<file path="config.mk">
export PLATFORM = sky130hd
export DESIGN_NAME = acc_ctrl
export DESIGN_NICKNAME = d
export VERILOG_FILES = /design/src/acc_pkg.sv /design/src/acc_route.sv /design/src/acc_ctrl.sv
export SDC_FILE = /design/constraint.sdc
export NUM_CORES = 1
export LEC_CHECK = 0
export BUFFER_PORTS_ARGS = -buffer_cell sky130_fd_sc_hd__buf_2
export CAP_MARGIN = 20
export CORE_UTILIZATION = 44
export CTS_CLUSTER_DIAMETER = 150
export DETAILED_ROUTE_END_ITERATION = 8
export PLACE_DENSITY = 0.77
export SYNTH_ARGS = -nofsm -noshare
export SYNTH_HDL_FRONTEND = slang
export SYNTH_SLANG_ARGS = --single-unit
</file>
<file path="constraint.sdc">
create_clock -name clk_i -period 2.2 [get_ports clk_i]
set_input_delay 0.44 -clock clk_i [delete_from_list [all_inputs] [get_ports clk_i]]
set_output_delay 0.44 -clock clk_i [all_outputs]
set_load 0.05 [all_outputs]
</file>
<file path="src/acc_pkg.sv">
// Package for the comparator control block: register map, fields, types.
// Assumes a 32-bit classic Wishbone slave on a 200 MHz clock.
package acc_pkg;

  // ---------------------------------------------------------------
  // Register offsets (byte addresses)
  // ---------------------------------------------------------------
  localparam logic [7:0] ACC_OFS_CTRL_STATUS = 8'h00;
  localparam logic [7:0] ACC_OFS_IRQ_STATUS  = 8'h04;
  localparam logic [7:0] ACC_OFS_IRQ_MASK    = 8'h08;

  // ---------------------------------------------------------------
  // Control and status fields
  // ---------------------------------------------------------------
  localparam int ACC_BIT_ENABLE  = 0;
  localparam int ACC_BIT_SWITCH  = 1;
  localparam int ACC_POS_MODE    = 2;
  localparam int ACC_POS_INSEL   = 4;
  localparam int ACC_POS_DEST    = 8;
  localparam int ACC_BIT_POL     = 11;
  localparam int ACC_POS_HYST    = 12;
  localparam int ACC_BIT_RESULT  = 14;
  localparam int ACC_BIT_LOCK    = 15;
  localparam logic [15:0] ACC_WR_MASK   = 16'hBF7F;
  localparam logic [31:0] ACC_CS_RESET  = 32'h0000_0000;

  // Interrupt status bits: rising and falling result edges
  localparam int ACC_IRQ_RISE = 0;
  localparam int ACC_IRQ_FALL = 1;
  localparam logic [1:0] ACC_IRQ_RESET = 2'h0;

  // ---------------------------------------------------------------
  // Field encodings
  // ---------------------------------------------------------------
  typedef enum logic [1:0] {
    ACC_HYST_NONE = 2'h0, ACC_HYST_LOW = 2'h1,
    ACC_HYST_MED  = 2'h2, ACC_HYST_HIGH = 2'h3
  } acc_hyst_e;

  typedef enum logic [1:0] {
    ACC_MODE_HIGH_SPEED = 2'h0, ACC_MODE_MEDIUM = 2'h1,
    ACC_MODE_LOW_SPEED  = 2'h2, ACC_MODE_VERY_LOW = 2'h3
  } acc_mode_e;

  typedef enum logic [2:0] {
    ACC_DEST_NONE       = 3'h0, ACC_DEST_T1_BREAK   = 3'h1,
    ACC_DEST_T1_CAPTURE = 3'h2, ACC_DEST_T1_REFCLR  = 3'h3,
    ACC_DEST_RSVD4      = 3'h4, ACC_DEST_RSVD5      = 3'h5,
    ACC_DEST_T3_CAPTURE = 3'h6, ACC_DEST_T3_REFCLR  = 3'h7
  } acc_dest_e;

  // Stored configuration, grouped as sent to the analog side
  typedef struct packed {
    logic      lock;
    acc_hyst_e hyst;
    logic      pol;
    acc_dest_e dest;
    logic [2:0] insel;
    acc_mode_e mode;
    logic      sw;
    logic      en;
  } acc_cfg_s;

  // Timer destination strobes
  typedef struct packed {
    logic t1_break;
    logic t1_capture;
    logic t1_refclr;
    logic t3_capture;
    logic t3_refclr;
  } acc_route_s;

endpackage

</file>
<file path="src/acc_route.sv">
// Polarity and output routing; purely combinational, no clock at all.
// Assumes the raw comparator result arrives straight from the analog core.
`timescale 1ns/1ps
module acc_route (
  // Comparator result and configuration
  input  wire logic             raw_i,
  input  wire logic             pol_i,
  input  wire acc_pkg::acc_dest_e dest_i,
  // Routed outputs
  output logic                  out_o,
  output acc_pkg::acc_route_s   route_o
);

  always_comb begin
    out_o   = raw_i ^ pol_i;
    route_o = '0;
    unique case (dest_i)
      acc_pkg::ACC_DEST_T1_BREAK:   route_o.t1_break   = out_o;
      acc_pkg::ACC_DEST_T1_CAPTURE: route_o.t1_capture = out_o;
      acc_pkg::ACC_DEST_T1_REFCLR:  route_o.t1_refclr  = out_o;
      acc_pkg::ACC_DEST_T3_CAPTURE: route_o.t3_capture = out_o;
      acc_pkg::ACC_DEST_T3_REFCLR:  route_o.t3_refclr  = out_o;
      acc_pkg::ACC_DEST_NONE,
      acc_pkg::ACC_DEST_RSVD4,
      acc_pkg::ACC_DEST_RSVD5:      route_o = '0;
    endcase
  end

endmodule

</file>
<file path="src/acc_ctrl.sv">
// Comparator control block: Wishbone register bank, result sync, IRQ.
// Assumes clk_i is the gated peripheral clock and rst_i the system reset.
`timescale 1ns/1ps
module acc_ctrl (
  // Clock and reset
  input  wire logic                clk_i,
  input  wire logic                rst_i,
  // Wishbone slave
  input  wire logic                cyc_i,
  input  wire logic                stb_i,
  input  wire logic                we_i,
  input  wire logic [7:0]          adr_i,
  input  wire logic [3:0]          sel_i,
  input  wire logic [31:0]         dat_i,
  output logic [31:0]              dat_o,
  output logic                     ack_o,
  // Analog comparator
  input  wire logic                cmp_raw_i,
  output acc_pkg::acc_cfg_s        cfg_o,
  // Unclocked output paths
  output logic                     pin_out_o,
  output logic                     event_line_o,
  output acc_pkg::acc_route_s      route_o,
  // Interrupt
  output logic                     irq_o
);

  // ---------------------------------------------------------------
  // State
  // ---------------------------------------------------------------
  typedef struct packed {
    acc_pkg::acc_cfg_s cfg;
    logic [1:0]        sync;
    logic              result;
    logic [1:0]        irq_status;
    logic [1:0]        irq_mask;
    logic [31:0]       rdata;
    logic              ack;
    logic              irq;
  } acc_state_s;

  acc_state_s st;
  acc_state_s next_st;

  logic cmp_out;

  // ---------------------------------------------------------------
  // Clock free output path
  // ---------------------------------------------------------------
  acc_route u_route (
    .raw_i   (cmp_raw_i),
    .pol_i   (st.cfg.pol),
    .dest_i  (st.cfg.dest),
    .out_o   (cmp_out),
    .route_o (route_o)
  );

  // Pin and event line see the same polarity-adjusted output
  assign pin_out_o    = cmp_out;
  assign event_line_o = cmp_out;

  // ---------------------------------------------------------------
  // Helpers
  // ---------------------------------------------------------------
  function automatic logic [31:0] byte_merge(input logic [31:0] old_v,
                                             input logic [31:0] new_v,
                                             input logic [3:0]  sel);
    logic [31:0] r;
    r = old_v;
    for (int i = 0; i < 4; i++) begin
      if (sel[i]) begin
        r[i*8 +: 8] = new_v[i*8 +: 8];
      end
    end
    return r;
  endfunction

  function automatic logic [31:0] cs_word(input acc_pkg::acc_cfg_s c,
                                          input logic res);
    logic [31:0] w;
    w = acc_pkg::ACC_CS_RESET;
    w[acc_pkg::ACC_BIT_ENABLE]          = c.en;
    w[acc_pkg::ACC_BIT_SWITCH]          = c.sw;
    w[acc_pkg::ACC_POS_MODE +: 2]       = c.mode;
    w[acc_pkg::ACC_POS_INSEL +: 3]      = c.insel;
    w[acc_pkg::ACC_POS_DEST +: 3]       = c.dest;
    w[acc_pkg::ACC_BIT_POL]             = c.pol;
    w[acc_pkg::ACC_POS_HYST +: 2]       = c.hyst;
    w[acc_pkg::ACC_BIT_RESULT]          = res;
    w[acc_pkg::ACC_BIT_LOCK]            = c.lock;
    return w;
  endfunction

  // ---------------------------------------------------------------
  // Next state
  // ---------------------------------------------------------------
  logic        req;
  logic        wr;
  logic [31:0] wmerge;
  logic [31:0] cs_merge;
  logic [15:0] cs_new;
  logic [1:0]  ev;

  always_comb begin
    next_st = st;
    req     = cyc_i && stb_i && !st.ack;
    wr      = req && we_i;
    wmerge  = byte_merge(32'h0000_0000, dat_i, sel_i);
    cs_merge = byte_merge(cs_word(st.cfg, 1'b0), dat_i, sel_i);
    cs_new  = 16'h0000;

    // Two-stage synchroniser; stage 0 feeds only stage 1
    next_st.sync   = {st.sync[0], cmp_raw_i};
    next_st.result = st.sync[1];

    // Result edge events
    ev = 2'h0;
    ev[acc_pkg::ACC_IRQ_RISE] = st.sync[1] && !st.result;
    ev[acc_pkg::ACC_IRQ_FALL] = !st.sync[1] && st.result;

    next_st.ack = req;

    if (wr && adr_i == acc_pkg::ACC_OFS_CTRL_STATUS) begin
      // Locked writes dropped, still acknowledged
      if (!st.cfg.lock) begin
        cs_new = cs_merge[15:0] & acc_pkg::ACC_WR_MASK;
        next_st.cfg.en    = cs_new[acc_pkg::ACC_BIT_ENABLE];
        next_st.cfg.sw    = cs_new[acc_pkg::ACC_BIT_SWITCH];
        next_st.cfg.mode  =
          acc_pkg::acc_mode_e'(cs_new[acc_pkg::ACC_POS_MODE +: 2]);
        next_st.cfg.insel = cs_new[acc_pkg::ACC_POS_INSEL +: 3];
        next_st.cfg.dest  =
          acc_pkg::acc_dest_e'(cs_new[acc_pkg::ACC_POS_DEST +: 3]);
        next_st.cfg.pol   = cs_new[acc_pkg::ACC_BIT_POL];
        next_st.cfg.hyst  =
          acc_pkg::acc_hyst_e'(cs_new[acc_pkg::ACC_POS_HYST +: 2]);
        next_st.cfg.lock  = cs_new[acc_pkg::ACC_BIT_LOCK];
      end
    end

    if (wr && adr_i == acc_pkg::ACC_OFS_IRQ_MASK) begin
      next_st.irq_mask = wmerge[1:0];
    end

    // Write one to clear; a new event wins over the clear
    if (wr && adr_i == acc_pkg::ACC_OFS_IRQ_STATUS) begin
      next_st.irq_status = st.irq_status & ~wmerge[1:0];
    end
    next_st.irq_status = next_st.irq_status | ev;

    next_st.irq = |(next_st.irq_status & next_st.irq_mask);

    // Read data; unmapped addresses read zero
    next_st.rdata = 32'h0000_0000;
    if (req && !we_i) begin
      unique case (adr_i)
        acc_pkg::ACC_OFS_CTRL_STATUS:
          next_st.rdata = cs_word(st.cfg, st.result);
        acc_pkg::ACC_OFS_IRQ_STATUS:
          next_st.rdata = {30'h0, st.irq_status};
        acc_pkg::ACC_OFS_IRQ_MASK:
          next_st.rdata = {30'h0, st.irq_mask};
        default:
          next_st.rdata = 32'h0000_0000;
      endcase
    end
  end

  // ---------------------------------------------------------------
  // Registers
  // ---------------------------------------------------------------
  always_ff @(posedge clk_i) begin
    if (rst_i) begin
      st            <= '0;
      st.irq_status <= acc_pkg::ACC_IRQ_RESET;
      st.irq_mask   <= acc_pkg::ACC_IRQ_RESET;
    end else begin
      st <= next_st;
    end
  end

  // ---------------------------------------------------------------
  // Outputs
  // ---------------------------------------------------------------
  assign dat_o = st.rdata;
  assign ack_o = st.ack;
  assign cfg_o = st.cfg;
  assign irq_o = st.irq;

endmodule

</file>
# Yosys cells after proc, flatten, opt, wreduce, memory -nomap -nowiden
# Index checks and enable logic that the tools add are counted.
dict set report classes {
  n_eq_ne 7
  n_mux 12
  n_reduce_logical 18
  n_bitwise 7
}
# operator count
set ops {}
lappend ops {{$pmux W16 S3} 1}
lappend ops {{$mux W14} 1}
lappend ops {{$logic_and A1 B1 Y1} 9}
lappend ops {{$eq A8 B3 Y1 const B} 1}
lappend ops {{$eq A8 B4 Y1 const B} 1}
lappend ops {{$logic_not A8 Y1} 1}
lappend ops {{$mux W8} 1}
lappend ops {{$mux W7} 1}
lappend ops {{$eq A3 B2 Y1 const B} 2}
lappend ops {{$eq A3 B3 Y1 const B} 2}
lappend ops {{$mux W2} 3}
lappend ops {{$reduce_and A3 Y1} 2}
lappend ops {{$mux W1} 5}
lappend ops {{$and A2 B2 Y2} 2}
lappend ops {{$logic_not A1 Y1} 4}
lappend ops {{$reduce_or A2 Y1} 2}
lappend ops {{$eq A3 B1 Y1 const B} 1}
lappend ops {{$not A1 Y1} 2}
lappend ops {{$not A2 Y2} 1}
lappend ops {{$or A2 B2 Y2} 1}
lappend ops {{$xor A1 B1 Y1} 1}
dict set report totals {
  register_bits 55
  word_cells 59
  out_inout_bits 55
}

# Depth between registers and ports, before layout
# Gate-level depths: netlist (run 1).
dict set report logic_depth {
  word_depth 8
  depth_mapped 5
  mapped_depth_nobuf 4
}

# Hierarchy
# A second synthesis (run 1) with hierarchy kept.
dict set report unflattened {
  cells_unflattened 200
  area_unflattened_um2 1836.8
}
# module cells_per_inst seq_area_each_um2 area_per_inst_um2 n_inst
set by_module_without_submodules {}
lappend by_module_without_submodules {acc_ctrl 192 760.7 1774.2 1}
lappend by_module_without_submodules {acc_route 8 0.0 62.6 1}

# Worst setup path after synthesis (run 1)
# OpenSTA, ideal clock, no wires.
dict set report synth_timing {
  path_type {input to output}
  from {in cmp_raw_i}
  to {out route_o[4] in the netlist's numbering}
  stages 2
  t_arrival_ns 2.939
  path_buffers 0
  slack_ns -1.179
  t_required_ns 1.760
  cell_sequence {xor2_1 -> nor4bb_1}
}
# item line
set synth_rtl {}
lappend synth_rtl {{from (decl)} acc_ctrl.sv:18} ;# input wire logic cmp_raw_i,
lappend synth_rtl {{to (decl)} acc_ctrl.sv:23} ;# output acc_pkg::acc_route_s route_o,

==> results.json, run 1 <==
{
  "final_cell_mix": "65 x buf_2, 38 x dfxtp_1, 23 x nor2_1",
  "dieHeight_microns": 66.55,
  "critPathKind": "reg2out",
  "syn_to_final_growth_pct": 17.61,
  "startpoint_type": "flip-flop",
  "detail-route-antenna-nets": 0,
  "swShare": 0.2388,
  "endpoint_kind": "primary output",
  "hpwl_microns": 2477,
  "grt_max_degree": 15,
  "max-clock-path-buffers": 2,
  "cap_violations": 0,
  "cts_root_buf": "clkbuf_8",
  "cts_tree": "built",
  "via_per_inst": 4.465,
  "ys_types": 33,
  "cp_max_fo": 4,
  "fin_crit_sh": 0.9517,
  "intPower_mw": 1.095,
  "r2r_start": "cfg_o[13]",
  "track_usage": 0.1497,
  "core_area_sq_um": 4000,
  "dr.pass1.iters": 4,
  "drt-initial-drc-count": 38,
  "drc_errors": 0,
  "hold_depth": 3,
  "min_period_ns": 2.094,
  "min_path_type": "in2reg",
  "p_seq_frac": 0.483,
  "grt-ovfl-total": 0,
  "ys_seq_area_frac": 0.4150,
  "slew_violations": 0,
  "setup_violations": 0,
  "timing.rr.end": "cfg_o[9]",
  "rows": 23,
  "synth_seq_cells": 38,
  "final_util": 0.5389,
  "clk_latency_ns": 0.28,
  "cts-buffers-inserted": 5,
  "cts.hold.buffers_added": 0,
  "fmax_mhz": 477.6,
  "wl_per_cell_microns": 10.96,
  "synth_area_sq_um": 1833,
  "fin_nets": 286,
  "hold_viol": 0,
  "ff2ff_setup_slack_ns": 0.53,
  "rsz0062_at_grt": "no",
  "grt_pass1_vias": 1080,
  "totalNegativeSetupSlack_ns": 0,
  "clk_pin_slew_worst_paths_ns": 0.07,
  "switchingPower_mw": 0.3436,
  "crit_required_ns": 1.76,
  "start_util": 0.4582,
  "cp.arrival_ns": 1.65,
  "synth_warnings": 0,
  "grt_first_pass_wirelength_microns": 4933,
  "ioPinCount": 105,
  "die_area_sq_um": 4428,
  "vdd_drop_max_mv": 0.4596,
  "pwr-share-comb": 0.106,
  "p_leak_nw": 1.019,
  "outcome": "finished, final reports clean",
  "layout-drive-gt1-share": 0.3983,
  "syn_avg_cell_area_sq_um": 9.597,
  "antenna_found_initial": 0,
  "num_antenna_cells": 0,
  "min_from": "dat_i[11]",
  "whs_endpoint": "cfg_o[10]",
  "clock_skew_ns": 0.006347,
  "port_buffers": 67,
  "gp_congestion": 0.8404,
  "htreeDepth": 2,
  "final_common_cell": "buf_2",
  "syn_inst": 191,
  "cts_num_sinks": 38,
  "routed-via-count": 1277,
  "worstRegToRegCells": 5,
  "p_per_area_nw_per_um2": 667.5,
  "wirelength_microns": 3135,
  "dieWidth_microns": 66.55,
  "clkPwrFrac": 0.411
}
==> logic make-up after synthesis <==
kind of cell | after synthesis | synth area share
AND/OR/NAND/NOR | 69 | 0.2341
multiplexers | 17 | 0.09488
XOR/XNOR | 1 | 0.004779
flip-flops | 38 | 0.4150
AO/OA/AOI/OAI | 8 | 0.03208
other | 1 | 0.002046
buffers and inverters | 57 | 0.2171
==> synth_stat cells <==
| master | n | area [sq um] |
|---|---|---|
| buf_4 | 47 | 352.8 |
| dfxtp_1 | 38 | 760.7 |
| nor2_1 | 24 | 90.09 |
| mux2i_1 | 16 | 160.2 |
| and2_1 | 14 | 87.58 |
| clkbuf_1 | 5 | 18.77 |
| nor2b_1 | 5 | 31.28 |
| inv_1 | 4 | 15.01 |
| nand2b_1 | 3 | 18.77 |
| nor3_1 | 3 | 15.01 |
| a21o_1 | 2 | 15.01 |
| a21oi_1 | 2 | 10.01 |
| and3b_1 | 2 | 17.52 |
| nand2_1 | 2 | 7.510 |
| nand4_1 | 2 | 12.51 |
| nor3b_1 | 2 | 15.01 |
| nor4_4 | 2 | 42.54 |
| or4_4 | 2 | 22.52 |
| or4b_1 | 2 | 20.02 |
| a41o_1 | 1 | 10.01 |
| a41oi_1 | 1 | 8.760 |
| and4b_1 | 1 | 10.01 |
| buf_6 | 1 | 11.26 |
| conb_1 | 1 | 3.750 |
| mux2i_2 | 1 | 13.76 |
| nand3b_1 | 1 | 7.510 |
| nand4b_1 | 1 | 8.760 |
| nor4_1 | 1 | 6.260 |
| nor4bb_1 | 1 | 10.01 |
| o22ai_1 | 1 | 6.260 |
| o2bb2ai_1 | 1 | 8.760 |
| or2_2 | 1 | 6.260 |
| xor2_1 | 1 | 8.760 |
==> stage by stage <==
step / worst slack (ns) / power [mW] / hold WS (ns) / instances / area, sq um
final: 0.1063 / 1.439 / 0.3914 / 286 / 2156
after global routing: 0.02081 / 1.500 / 0.3903 / 286 / 2156
after CTS: 0.05312 / 1.453 / 0.3856 / 286 / 2151
after detailed placement: 0.07869 / 0.8636 / 0.4347 / 279 / 2038
after global placement: 0.09159 / 0.8624 / 0.4220 / 279 / 2038
after floorplan: 0.07025 / 0.8472 / 0.4138 / 207 / 1963
==> metal layers <==
metal	global-route usage	up-vias	routed length, microns
met5	0	-	0
met4	0.04787	0	18
met3	0.04795	2	176
met2	0.2500	46	1598
met1	0.1803	571	1341
li1	-	658	-
==> power groups by stage <==
stage / clock network [mW] / registers, mW / logic (mW)
after CTS: 0.606 / 0.695 / 0.153
after global routing: 0.640 / 0.696 / 0.164
after floorplan: 0 / 0.713 / 0.134
final: 0.591 / 0.695 / 0.152
after global placement: 0 / 0.711 / 0.151
after detailed placement: 0 / 0.711 / 0.152
==> sequential cells by signal (all words and copies together), names as in the netlist <==
register	flops
dat_o	15
cfg_o	14
st	5
next_st	2
ack_o	1
irq_o	1
==> critical path, cell delays in order, from the launching register on <==
cell      delay, ns
dfxtp_1        0.47
xor2_4         0.20
nand2_1        0.22
nor3b_4        0.23
clkbuf_4       0.25
==> layout make-up <==
| class | instances | area [sq um] |
|---|---|---|
| Tap cell | 50 | 62.56 |
| Inverter | 4 | 15.01 |
| Timing Repair Buffer | 75 | 400.4 |
| Clock buffer | 6 | 82.58 |
| Fill cell | 395 | 1844 |
| Multi-Input combinational cell | 112 | 804.5 |
| Clock inverter | 1 | 30.03 |
| Sequential cell | 38 | 760.7 |
==> worst max-delay path by stage <==
stage	from	end	slack (ns)	cells after the start
CTS	cfg_o[10]	route_o[1]	0.05	4
detailed placement	adr_i[7]	cfg_o[12]	0.08	7
floorplan	cfg_o[10]	route_o[1]	0.07	3
global route	cfg_o[10]	route_o[1]	0.02	4
global placement	adr_i[7]	cfg_o[7]	0.09	7
finish	cfg_o[10]	route_o[1]	0.11	4
==> repair_timing <==
action                     4_1_cts  5_1_grt
gates resized for setup          0        2
buffers inserted                 0        0
setup endpoints to repair        0        2
(Power assumes the default switching activity.)
==> inputs of run 2 (changes only) <==
--- a/config.mk
+++ b/config.mk
@@ -5,12 +5,13 @@
 export SDC_FILE = /design/constraint.sdc
 export NUM_CORES = 1
 export LEC_CHECK = 0
+export ABC_AREA = 1
 export BUFFER_PORTS_ARGS = -buffer_cell sky130_fd_sc_hd__buf_2
 export CAP_MARGIN = 20
 export CORE_UTILIZATION = 44
 export CTS_CLUSTER_DIAMETER = 150
 export DETAILED_ROUTE_END_ITERATION = 8
-export PLACE_DENSITY = 0.77
+export PLACE_DENSITY = 0.76
 export SYNTH_ARGS = -nofsm -noshare
 export SYNTH_HDL_FRONTEND = slang
 export SYNTH_SLANG_ARGS = --single-unit
==> results.json, run 2 <==
{
  "layout-drive-gt1-share": 0.3381,
  "drt-initial-drc-count": 89,
  "num_antenna_cells": 0,
  "p_per_area_nw_per_um2": 678.3,
  "cts_tree": "built",
  "ys_types": 23,
  "slew_violations": 0,
  "synth_flop_cell": "dfxtp_1",
  "fmax_mhz": 516.5,
  "wl_per_cell_microns": 10.92,
  "startpoint_type": "flip-flop",
  "worstRegToRegCells": 6,
  "drc_errors": 0,
  "dr.pass1.iters": 4,
  "hpwl_microns": 2680,
  "final_common_cell": "buf_2",
  "cts_num_sinks": 38,
  "die_area_sq_um": 4568,
  "clock_skew_ns": 0.007761,
  "max-clock-path-buffers": 2,
  "worst_hold_slack_ns": 0.4096,
  "port_buffers": 67,
  "fin_nets": 331,
  "endpoint_kind": "primary output",
  "ff2ff_setup_slack_ns": 0.75,
  "yosys.area.top_type": "dfxtp_1",
  "cp_max_fo": 5,
  "r2r_start": "ack_o",
  "switchingPower_mw": 0.3572,
  "whs_endpoint": "next_st[40]",
  "synth_area_sq_um": 1893,
  "largest_reg_flops": 15,
  "grt_pass1_vias": 1250,
  "routed-via-count": 1540,
  "ioPinCount": 105,
  "synth_seq_cells": 38,
  "grt-ovfl-total": 0,
  "grt_max_degree": 24,
  "dieWidth_microns": 67.59,
  "intPower_mw": 1.089,
  "fin_crit_sh": 0.8800,
  "final_cell_mix": "67 x buf_2, 46 x nand2_1, 38 x dfxtp_1",
  "cts-buffers-inserted": 5,
  "min_period_ns": 1.936,
  "cts_root_buf": "clkbuf_8",
  "synth_edf_count": 0,
  "cts_setup_buffers": 0,
  "syn_to_final_growth_pct": 12.62,
  "vdd_drop_max_mv": 0.4152,
  "yosysMostFrequentCell": "buf_4",
  "hold_viol": 0,
  "cp.arrival_ns": 1.50,
  "syn_avg_cell_area_sq_um": 7.855,
  "synth_warnings": 0,
  "p_leak_nw": 1.004,
  "via_per_inst": 4.653,
  "p_seq_frac": 0.480,
  "synth_top_cells_by_area": "dfxtp_1 40%, buf_4 19%, nand2_1 9.1%",
  "timing.rr.end": "cfg_o[7]",
  "grt_first_pass_wirelength_microns": 5582,
  "clk_latency_ns": 0.29,
  "wirelength_microns": 3614,
  "ys_seq_area_frac": 0.4019,
  "min_path_type": "in2reg",
  "core_area_sq_um": 4058,
  "min_from": "cmp_raw_i",
  "crit_required_ns": 1.76,
  "synth.top_cell.area_share": 0.4019,
  "gp_congestion": 0.8185,
  "cts.hold.buffers_added": 0,
  "htreeDepth": 2,
  "setup_violations": 0,
  "async_flop_share": 0,
  "ctsResizeCount": 0,
  "cap_violations": 0,
  "rsz0062_at_grt": "no",
  "start_util": 0.4665,
  "rows": 23,
  "swShare": 0.2470,
  "place_area_sq_um": 2019,
  "hold_depth": 3,
  "pwr-share-comb": 0.110,
  "critPathKind": "reg2out",
  "clkPwrFrac": 0.410,
  "outcome": "finished, final reports clean",
  "dieHeight_microns": 67.59,
  "detail-route-antenna-nets": 0,
  "antenna_found_initial": 0,
  "track_usage": 0.1676,
  "fin_area_sq_um": 2132,
  "ys_top_cells_by_count": "48 x buf_4, 46 x nand2_1, 38 x dfxtp_1, 20 x a21oi_1, 20 x nor2_1",
  "clk_pin_slew_worst_paths_ns": 0.07,
  "syn_inst": 241
}
## run 2: changes by cell type after synthesis, sizes merged, moves of 4 or more
cell / previous run / this run
buf: 48 / 52
nand4: 2 / 14
nor3: 3 / 9
nor2b: 5 / 0
and2: 14 / 0
nand2: 2 / 48
nand3: 0 / 9
inv: 4 / 18
mux2i: 17 / 0
a21oi: 2 / 20
## run 2: power groups by stage
stage               sequential [mW]  combinational, mW  clock (mW)
floorplan                     0.712              0.137           0
global placement              0.710              0.157           0
detailed placement            0.710              0.159           0
CTS                           0.694              0.159       0.611
global route                  0.694              0.171       0.639
finish                        0.694              0.159       0.593
## run 2: worst max-delay path, stage by stage (launching register included)
cell and delay (ns):
dfxtp_1 0.44, xor2_2 0.18, inv_1 0.15, nor4_4 0.14, buf_2 0.29
## run 2: worst max path at each step
stage / start / slack, ns / to / cells after the start
2_1_floorplan: cmp_raw_i / -0.16 / route_o[0] / 3
3_3_place_gp: cmp_raw_i / 0.47 / route_o[4] / 5
3_5_place_dp: cmp_raw_i / 0.43 / route_o[4] / 5
4_1_cts: cfg_o[10] / 0.22 / route_o[4] / 4
5_1_grt: cfg_o[10] / 0.13 / route_o[4] / 4
6_report: cfg_o[10] / 0.26 / route_o[4] / 4
## run 2: cell type report
| class | instances | area [sq um] |
|---|---|---|
| Clock inverter | 1 | 30.03 |
| Inverter | 18 | 67.56 |
| Clock buffer | 6 | 82.58 |
| Fill cell | 423 | 1926 |
| Timing Repair Buffer | 71 | 365.4 |
| Sequential cell | 38 | 760.7 |
| Tap cell | 50 | 62.56 |
| Multi-Input combinational cell | 147 | 763.2 |
## run 2: kinds of logic after synthesis
family	synth area share
AND/OR/NAND/NOR	0.2862
buffers and inverters	0.2492
flip-flops	0.4019
AO/OA/AOI/OAI	0.05618
XOR/XNOR	0.004627
other	0.001981
## run 2: routing by layer
layer,global-route usage,vias up,share of wire
met5,0,-,0
met4,0.07181,0,0.014
met3,0.04730,5,0.072
met2,0.2537,64,0.46
met1,0.2202,686,0.45
li1,-,785,-
## run 2: stage by stage
step	std cells	total power [mW]	TNS, ns	util	setup slack, ns
after floorplan	257	0.8487	-0.6949	-	-0.1563
after global placement	324	0.8673	0	0.4977	0.4717
after detailed placement	324	0.8690	0	0.4977	0.4340
after CTS	331	1.464	0	0.5254	0.2198
after global routing	331	1.505	0	0.5254	0.1273
final	331	1.446	0	0.5254	0.2640
